### config.mk
export PLATFORM = sky130hd
export DESIGN_NAME = jtcfg_top
export DESIGN_NICKNAME = d
export VERILOG_FILES = /design/src/verilog/jtcfg_pkg.sv /design/src/verilog/jtcfg_fifo.sv /design/src/verilog/jtcfg_top.sv
export SDC_FILE = /design/constraint.sdc
export NUM_CORES = 2
export LEC_CHECK = 0
export ABC_AREA = 1
export BUFFER_PORTS_ARGS = -buffer_cell sky130_fd_sc_hd__buf_2
export CAP_MARGIN = 20
export CORE_MARGIN = 1.5
export CORE_UTILIZATION = 40
export CTS_CLUSTER_SIZE = 8
export DETAILED_ROUTE_END_ITERATION = 16
export GPL_ROUTABILITY_DRIVEN = 0
export PLACE_DENSITY = 0.55
export SETUP_SLACK_MARGIN = 0.1
export SLEW_MARGIN = 10
export SYNTH_ARGS = -nofsm -noshare
export SYNTH_HDL_FRONTEND = slang
export SYNTH_HIERARCHICAL = 1
export SYNTH_SLANG_ARGS = --single-unit
export TNS_END_PERCENT = 30
### constraint.sdc
create_clock -name CLOCK_I -period 11.2 [get_ports CLOCK_I]
set_input_delay 1.68 -clock CLOCK_I [delete_from_list [all_inputs] [get_ports CLOCK_I]]
set_output_delay 1.68 -clock CLOCK_I [all_outputs]
set_load 0.01 [all_outputs]
### src/verilog/jtcfg_pkg.sv
// Package: constants and types for the test access and configuration port
package jtcfg_pkg;

  // Instruction register
  localparam int unsigned IR_W = 8;
  localparam logic [7:0] INS_EXTEST      = 8'h00;
  localparam logic [7:0] INS_ADDR_SHIFT  = 8'h01;
  localparam logic [7:0] INS_DATA_SHIFT  = 8'h02;
  localparam logic [7:0] INS_BULK_ERASE  = 8'h03;
  localparam logic [7:0] INS_PROGRAM     = 8'h07;
  localparam logic [7:0] INS_PROG_LOCK   = 8'h09;
  localparam logic [7:0] INS_VERIFY      = 8'h0A;
  localparam logic [7:0] INS_PROG_EN     = 8'h15;
  localparam logic [7:0] INS_IDREAD      = 8'h16;
  localparam logic [7:0] INS_SIGREAD     = 8'h17;
  localparam logic [7:0] INS_PROG_SIG    = 8'h1A;
  localparam logic [7:0] INS_PROG_DIS    = 8'h1E;
  localparam logic [7:0] INS_SAMPLE      = 8'h1C;
  localparam int unsigned IR_MSB = 7;

  // Data register widths, column count and column index width
  localparam int unsigned ID_W   = 32;
  localparam int unsigned SIG_W  = 32;
  localparam int unsigned ADDR_W = 10;
  localparam int unsigned COL_W  = 89;
  localparam int unsigned BSR_W  = 16;
  localparam int unsigned SR_W   = 89;
  localparam int unsigned NCOL   = 16;
  localparam int unsigned CIDX_W = 4;

  // Identification word: arbitrary neutral value
  localparam logic [31:0] ID_WORD = 32'h0000_1001;
  // Capture value of the instruction stage
  localparam logic [7:0] IR_CAPTURE = INS_IDREAD;

  // FIFO between the scan stage and the nonvolatile write path
  localparam int unsigned FIFO_W = 89;
  localparam int unsigned FIFO_D = 8;

  typedef enum logic [3:0] {
    ST_RESET, ST_IDLE, ST_SEL_DR, ST_CAP_DR, ST_SH_DR, ST_EX1_DR, ST_PAU_DR, ST_EX2_DR,
    ST_UPD_DR, ST_SEL_IR, ST_CAP_IR, ST_SH_IR, ST_EX1_IR, ST_PAU_IR, ST_EX2_IR, ST_UPD_IR
  } jtcfg_state_type;

  typedef enum logic [1:0] {OP_NONE, OP_PROGRAM, OP_ERASE, OP_VERIFY} jtcfg_op_type;

endpackage

### src/verilog/jtcfg_fifo.sv
// FIFO with valid and ready on both sides
`timescale 1ns/1ps
module jtcfg_fifo #(
  parameter int unsigned W = 8,
  parameter int unsigned D = 8
) (
  input  wire logic         clk_i,
  input  wire logic         rst_n_i,
  input  wire logic         ce_i,
  input  wire logic [W-1:0] in_data_i,
  input  wire logic         in_valid_i,
  output logic              in_ready_o,
  output logic [W-1:0]      out_data_o,
  output logic              out_valid_o,
  input  wire logic         out_ready_i
);
  localparam int unsigned AW = $clog2(D);
  logic [W-1:0]  mem [D];
  logic [AW-1:0] wp_reg;
  logic [AW-1:0] rp_reg;
  logic [AW:0]   cnt_reg;
  logic          push;
  logic          pop;

  assign in_ready_o  = (cnt_reg != (AW+1)'(D));
  assign out_valid_o = (cnt_reg != '0);
  assign out_data_o  = mem[rp_reg];
  assign push = in_valid_i && in_ready_o && ce_i;
  assign pop  = out_valid_o && out_ready_i && ce_i;

  always_ff @(posedge clk_i) begin
    if (!rst_n_i) begin
      wp_reg  <= '0;
      rp_reg  <= '0;
      cnt_reg <= '0;
    end else begin
      if (push) begin
        mem[wp_reg] <= in_data_i;
        wp_reg      <= (wp_reg == AW'(D - 1)) ? '0 : wp_reg + AW'(1);
      end
      if (pop) begin
        rp_reg <= (rp_reg == AW'(D - 1)) ? '0 : rp_reg + AW'(1);
      end
      cnt_reg <= cnt_reg + (AW+1)'(push) - (AW+1)'(pop);
    end
  end
endmodule

### src/verilog/jtcfg_top.sv
// Test access port with configuration memory programming, sampled on the system clock
`timescale 1ns/1ps
module jtcfg_top
  import jtcfg_pkg::*;
(
  input  wire logic              CLOCK_I,
  input  wire logic              NRST_I,
  input  wire logic              CE_I,
  input  wire logic              TCK_I,
  input  wire logic              TMS_I,
  input  wire logic              TDI_I,
  input  wire logic [BSR_W-1:0]  PINS_I,
  output logic                   TDO_O,
  output logic                   TDO_OE_N_O,
  output logic [BSR_W-1:0]       PINS_O,
  output logic                   PINS_TEST_O,
  output logic                   PROG_MODE_O,
  output logic                   LOCKED_O,
  output logic                   BUSY_O
);

  // ---------------------------------------------------------------
  // State
  // ---------------------------------------------------------------
  typedef struct packed {
    logic [2:0]           tck_s;
    logic [1:0]           tms_s;
    logic [1:0]           tdi_s;
    logic [BSR_W-1:0]     pin_s0;
    logic [BSR_W-1:0]     pin_s1;
    jtcfg_state_type      st;
    logic [IR_W-1:0]      ir_sh;
    logic [IR_W-1:0]      ir;
    logic [SR_W-1:0]      dr;
    logic                 tdo;
    logic                 tdo_oe_n;
    logic [ADDR_W-1:0]    addr;
    logic [COL_W-1:0]     col;
    logic [SIG_W-1:0]     sig_stage;
    logic [SIG_W-1:0]     sig_nv;
    logic                 lock_nv;
    logic                 prog_mode;
    jtcfg_op_type         pend;
    logic                 wr_busy;
    logic [CIDX_W-1:0]    wr_idx;
    logic [BSR_W-1:0]     bsr;
    logic [BSR_W-1:0]     pins;
    logic                 pins_test;
  } jtcfg_core_type;

  jtcfg_core_type s_reg;
  jtcfg_core_type s_next;

  // Configuration array, written from the FIFO drain side
  logic [COL_W-1:0] cfg_mem [NCOL];

  logic             tck_rise;
  logic             tck_fall;
  logic             tms;
  logic             tdi;
  logic             fifo_ready;
  logic [FIFO_W-1:0] fifo_q;
  logic             fifo_valid;
  logic             fifo_pop;
  logic             fifo_push;
  logic [FIFO_W-1:0] fifo_d;
  logic             sel_bypass;

  // Sync stage 0 is only read by stage 1
  assign tck_rise = s_reg.tck_s[1] && !s_reg.tck_s[2];
  assign tck_fall = !s_reg.tck_s[1] && s_reg.tck_s[2];
  assign tms      = s_reg.tms_s[1];
  assign tdi      = s_reg.tdi_s[1];
  assign sel_bypass = s_reg.ir[IR_MSB];

  // Writes drain slowly: a pop sets busy for one cycle, so at most one write per two cycles
  assign fifo_pop = fifo_valid && !s_reg.wr_busy;

  jtcfg_fifo #(
    .W (FIFO_W),
    .D (FIFO_D)
  ) u_fifo (
    .clk_i       (CLOCK_I),
    .rst_n_i     (NRST_I),
    .ce_i        (CE_I),
    .in_data_i   (fifo_d),
    .in_valid_i  (fifo_push),
    .in_ready_o  (fifo_ready),
    .out_data_o  (fifo_q),
    .out_valid_o (fifo_valid),
    .out_ready_i (!s_reg.wr_busy)
  );

  always_ff @(posedge CLOCK_I) begin
    if (CE_I && fifo_pop) begin
      cfg_mem[fifo_q[CIDX_W-1:0]] <= s_reg.col;
    end
  end

  // ---------------------------------------------------------------
  // Next state
  // ---------------------------------------------------------------
  always_comb begin
    s_next = s_reg;
    fifo_push = 1'b0;
    fifo_d = '0;
    s_next.tck_s = {s_reg.tck_s[1:0], TCK_I};
    s_next.tms_s = {s_reg.tms_s[0], TMS_I};
    s_next.tdi_s = {s_reg.tdi_s[0], TDI_I};
    // Pin levels are asynchronous to the system clock
    s_next.pin_s0 = PINS_I;
    s_next.pin_s1 = s_reg.pin_s0;
    if (s_reg.wr_busy) begin
      s_next.wr_busy = 1'b0;
    end
    if (fifo_pop) begin
      s_next.wr_busy = 1'b1;
    end

    if (tck_rise) begin
      // Actions of the state being left
      unique case (s_reg.st)
        ST_CAP_DR: begin
          if (sel_bypass) begin
            s_next.dr = '0;
          end else begin
            unique case (s_reg.ir)
              INS_ADDR_SHIFT: s_next.dr = SR_W'(s_reg.addr);
              INS_DATA_SHIFT, INS_VERIFY:
                s_next.dr = s_reg.lock_nv ? '0 : s_reg.col;
              INS_SIGREAD:    s_next.dr = SR_W'(s_reg.sig_nv);
              INS_EXTEST, INS_SAMPLE: s_next.dr = SR_W'(s_reg.pin_s1);
              default:        s_next.dr = SR_W'(ID_WORD);
            endcase
          end
        end
        ST_SH_DR: begin
          if (sel_bypass) begin
            s_next.dr[0] = tdi;
          end else begin
            unique case (s_reg.ir)
              INS_ADDR_SHIFT: s_next.dr = SR_W'({tdi, s_reg.dr[ADDR_W-1:1]});
              INS_DATA_SHIFT, INS_VERIFY: s_next.dr = {tdi, s_reg.dr[SR_W-1:1]};
              INS_EXTEST, INS_SAMPLE: s_next.dr = SR_W'({tdi, s_reg.dr[BSR_W-1:1]});
              default:        s_next.dr = SR_W'({tdi, s_reg.dr[ID_W-1:1]});
            endcase
          end
        end
        ST_CAP_IR: s_next.ir_sh = IR_CAPTURE;
        ST_SH_IR:  s_next.ir_sh = {tdi, s_reg.ir_sh[IR_W-1:1]};
        default: ;
      endcase

      // Transitions
      unique case (s_reg.st)
        ST_RESET:  s_next.st = tms ? ST_RESET : ST_IDLE;
        ST_IDLE:   s_next.st = tms ? ST_SEL_DR : ST_IDLE;
        ST_SEL_DR: s_next.st = tms ? ST_SEL_IR : ST_CAP_DR;
        ST_CAP_DR: s_next.st = tms ? ST_EX1_DR : ST_SH_DR;
        ST_SH_DR:  s_next.st = tms ? ST_EX1_DR : ST_SH_DR;
        ST_EX1_DR: s_next.st = tms ? ST_UPD_DR : ST_PAU_DR;
        ST_PAU_DR: s_next.st = tms ? ST_EX2_DR : ST_PAU_DR;
        ST_EX2_DR: s_next.st = tms ? ST_UPD_DR : ST_SH_DR;
        ST_UPD_DR: s_next.st = tms ? ST_SEL_DR : ST_IDLE;
        ST_SEL_IR: s_next.st = tms ? ST_RESET : ST_CAP_IR;
        ST_CAP_IR: s_next.st = tms ? ST_EX1_IR : ST_SH_IR;
        ST_SH_IR:  s_next.st = tms ? ST_EX1_IR : ST_SH_IR;
        ST_EX1_IR: s_next.st = tms ? ST_UPD_IR : ST_PAU_IR;
        ST_PAU_IR: s_next.st = tms ? ST_EX2_IR : ST_PAU_IR;
        ST_EX2_IR: s_next.st = tms ? ST_UPD_IR : ST_SH_IR;
        ST_UPD_IR: s_next.st = tms ? ST_SEL_DR : ST_IDLE;
      endcase

      // Update actions take effect here
      if (s_reg.st == ST_UPD_IR) begin
        s_next.ir = s_reg.ir_sh;
        s_next.pend = OP_NONE;
        if (s_reg.prog_mode && !s_reg.ir_sh[IR_MSB]) begin
          unique case (s_reg.ir_sh)
            INS_PROGRAM, INS_PROG_LOCK, INS_PROG_SIG: s_next.pend = OP_PROGRAM;
            INS_BULK_ERASE: s_next.pend = OP_ERASE;
            INS_VERIFY:     s_next.pend = OP_VERIFY;
            default:        s_next.pend = OP_NONE;
          endcase
        end
        // Remaining instructions act at update
        unique case (s_reg.ir_sh)
          INS_PROG_EN:  s_next.prog_mode = 1'b1;
          INS_PROG_DIS: s_next.prog_mode = 1'b0;
          INS_SIGREAD:  s_next.sig_stage = s_reg.sig_nv;
          default: ;
        endcase
        s_next.pins_test = (s_reg.ir_sh == INS_EXTEST);
      end
      if (s_reg.st == ST_UPD_DR && !sel_bypass) begin
        unique case (s_reg.ir)
          INS_ADDR_SHIFT: s_next.addr = s_reg.dr[ADDR_W-1:0];
          INS_DATA_SHIFT: s_next.col = s_reg.dr[COL_W-1:0];
          INS_SIGREAD:    s_next.sig_stage = s_reg.dr[SIG_W-1:0];
          INS_EXTEST, INS_SAMPLE: s_next.bsr = s_reg.dr[BSR_W-1:0];
          default: ;
        endcase
      end

      // Pending operation starts on entry into run/idle
      // Next values, so an instruction latched on this very edge still runs
      if (s_next.st == ST_IDLE && s_reg.st != ST_IDLE) begin
        unique case (s_next.pend)
          OP_PROGRAM: begin
            unique case (s_next.ir)
              INS_PROG_LOCK: s_next.lock_nv = 1'b1;
              INS_PROG_SIG:  s_next.sig_nv = s_reg.sig_stage;
              default: begin
                fifo_push = fifo_ready;
                fifo_d = FIFO_W'(s_reg.addr);
              end
            endcase
          end
          OP_ERASE: begin
            s_next.lock_nv = 1'b0;
            s_next.sig_nv = '0;
          end
          OP_VERIFY: s_next.col = s_reg.lock_nv ? '0 : cfg_mem[s_reg.addr[CIDX_W-1:0]];
          OP_NONE: ;
        endcase
        // A refused push keeps the operation pending for the next entry
        if (!(s_next.pend == OP_PROGRAM && fifo_push == 1'b0
              && s_next.ir != INS_PROG_LOCK && s_next.ir != INS_PROG_SIG)) begin
          s_next.pend = OP_NONE;
        end
      end

      if (s_next.st == ST_RESET) begin
        s_next.ir = IR_CAPTURE;
        s_next.pend = OP_NONE;
        s_next.pins_test = 1'b0;
      end
    end

    if (tck_fall) begin
      s_next.tdo_oe_n = !(s_reg.st == ST_SH_DR || s_reg.st == ST_SH_IR);
      s_next.tdo = (s_reg.st == ST_SH_IR) ? s_reg.ir_sh[0] : s_reg.dr[0];
    end
    s_next.pins = s_reg.bsr;
  end

  // ---------------------------------------------------------------
  // Registers
  // ---------------------------------------------------------------
  always_ff @(posedge CLOCK_I) begin
    if (!NRST_I) begin
      s_reg <= '0;
      s_reg.st <= ST_RESET;
      s_reg.ir <= IR_CAPTURE;
      s_reg.ir_sh <= IR_CAPTURE;
      s_reg.tdo_oe_n <= 1'b1;
    end else if (CE_I) begin
      s_reg <= s_next;
    end
  end

  assign TDO_O       = s_reg.tdo;
  assign TDO_OE_N_O  = s_reg.tdo_oe_n;
  assign PINS_O      = s_reg.pins;
  assign PINS_TEST_O = s_reg.pins_test;
  assign PROG_MODE_O = s_reg.prog_mode;
  assign LOCKED_O    = s_reg.lock_nv;
  assign BUSY_O      = s_reg.wr_busy;

endmodule
==> results.txt <==
sw power - 3.734 mW
initial antenna violation count - 1
Residual DRC - 0
core area - 0.1900 mm^2
Period minus WS final - 5.365 ns
FILL cells - 17620
Seq. cell area - 0.05111 mm^2
Mapped Nets - 7627
vias in the first global route - 53990
Tcrit/Tclk final - 47.90%
Comb pwr share - 6.3%
Post-Route Hold Slack - 0.4538 ns
WP data arrival - 6.10 ns
Slew HR - 21.40%
die width - 440.3 um
Num CTS Buffers - 278
Layout area overhead - 12.46%
clock tree buffer depth - 4
# port buffers - 43
Final Hold Fails - 0
max reg flops - 1424
wire per inst - 22.32 um
Initial Utilization - 40.26%
postcts setup bufs - 0
clock power share - 45.5%
later-pin clock latency in the skew report - 0.91 ns
Resized Gates After CTS - 0
layout cells sized above 1 - 6.514%
# setup viols final - 0
RSZ-0062 raised after global routing - false
max-cap viol count - 0
worst vdd ir - 0.1626 mV
Final TNS setup - 0 ns
largest net degree at the start of global routing - 187
footprint of the multi-input gates - 0.02206 mm^2
max-slew violation total from the final report - 0
CP startpoint kind - primary input
fin nets - 7480
first-pass GRT wire length - 340300 um
DIE HEIGHT - 440.3 um
Worst-path clk slew - 0.05 ns
Hold Buf Count CTS - 0
Crit path required time - 11.94 ns
Cells on Worst Hold Path - 2
H-tree depth - 5
internal power - 12.52 mW
Row Count - 160
io pins - 44
Avg Vias per Cell - 5.492
Die ar. - 0.1938 mm^2
Avg Cell Area, Syn - 10.07 um^2
fin cells - 10070
Slew @ Worst Pin - 1.179 ns
DR pass1 iterations - 6
vias - 55270
Core Util, Final - 45.27%
Worst Setup End Kind - register
grt ovf - 0
PwrDens - 189.0 mW/mm^2
critical path class - primary input to register
placed cell count - 9675
Seq pwr share - 48.2%
ANT nets after route - 0
Sw Ratio - 22.97%
Worst R2R Path Depth - 14
Hold Path Class - register to register
Root Driver - clkbuf_16
synthesized instance count - 7594
Routed WL - 224600 um
synthesized cell area - 0.07648 mm^2
hpwl dp - 116300 um
Tot Pwr - 16.26 mW
crit path max fanout - 66
Leak - 29.97 nW
status - finished clean
Yosys Warn Count - 6
CTS tree - built
Num Clock Sinks - 1824
Iter 0 DRT Violations - 5169
GRT Total Usage - 22.90%
Fmax - 0.1864 GHz
clock skew - 0.04599 ns
==> layout by cell type, fill, tap and decap left out, types with 6 or more instances in the layout <==
cell type and n:
nor2_1 1712, nand4_1 8, o211ai_1 9, inv_4 6, edfxtp_1 1456, dfxtp_1 363
a21oi_1 370, buf_4 80, o21ai_0 891, ha_1 10, inv_1 276, nand2_1 854
clkbuf_1 96, nor2_4 12, a31oi_1 7, o22ai_1 9, buf_12 7, inv_2 8
buf_2 42, nor3_1 8, o41ai_1 55, nand3_1 904, nor3_2 10, clkbuf_16 285
==> power groups by stage <==
stage | sequential (mW) | combinational (mW) | clock [mW]
global route | 7.87 | 1.14 | 7.78
finish | 7.84 | 1.02 | 7.39
floorplan | 8.01 | 0.672 | 0
detailed placement | 7.97 | 1.03 | 0
global placement | 7.96 | 1.02 | 0
CTS | 7.84 | 1.03 | 7.52
==> final timing paths <==
path / slack (ns) / from / end
worst max-delay path: 5.84 / CE_I / s_reg[243]
worst min-delay path: 0.45 / s_reg[98] / s_reg[98]
worst max register to register: 6.37 / register / s_reg[182]
worst min register to register: 0.45 / s_reg[98] / s_reg[98]
==> through the flow <==
stage | setup slack (ns) | cell area (um^2)
floorplan | 2.286 | 76480
global placement | 5.047 | 78420
detailed placement | 4.958 | 78420
CTS | 5.910 | 85950
global route | 5.601 | 86010
finish | 5.835 | 86010
==> final cells by class <==
class                   count  share of cell area, %
diodes                      1               0.002909
multi-input cells        4914                  25.65
inverters                 298                  1.366
clock buffers             381                  8.711
flip-flops and latches   1824                  59.42
clock inverters             5                0.04364
well taps                2511                  3.653
repair buffers            131                  1.155
==> layer usage <==
layer | up-vias | GRT usage [%] | wire length, um
li1 | 25850 | - | -
met1 | 27080 | 31.81 | 98420
met2 | 1980 | 37.01 | 105900
met3 | 368 | 3.356 | 14600
met4 | 0 | 7.063 | 5753
met5 | - | 0 | 0
==> critical path, cell delays in order <==
cell and delay, ns:
buf_2 0.73, nand2_4 0.61, inv_4 0.76, nand2_1 0.26, a21oi_4 0.58, clkinv_2 0.49
buf_4 0.47, nand2_1 0.20, a21oi_1 0.08
Note: power is estimated with default switching activity, not from simulation.
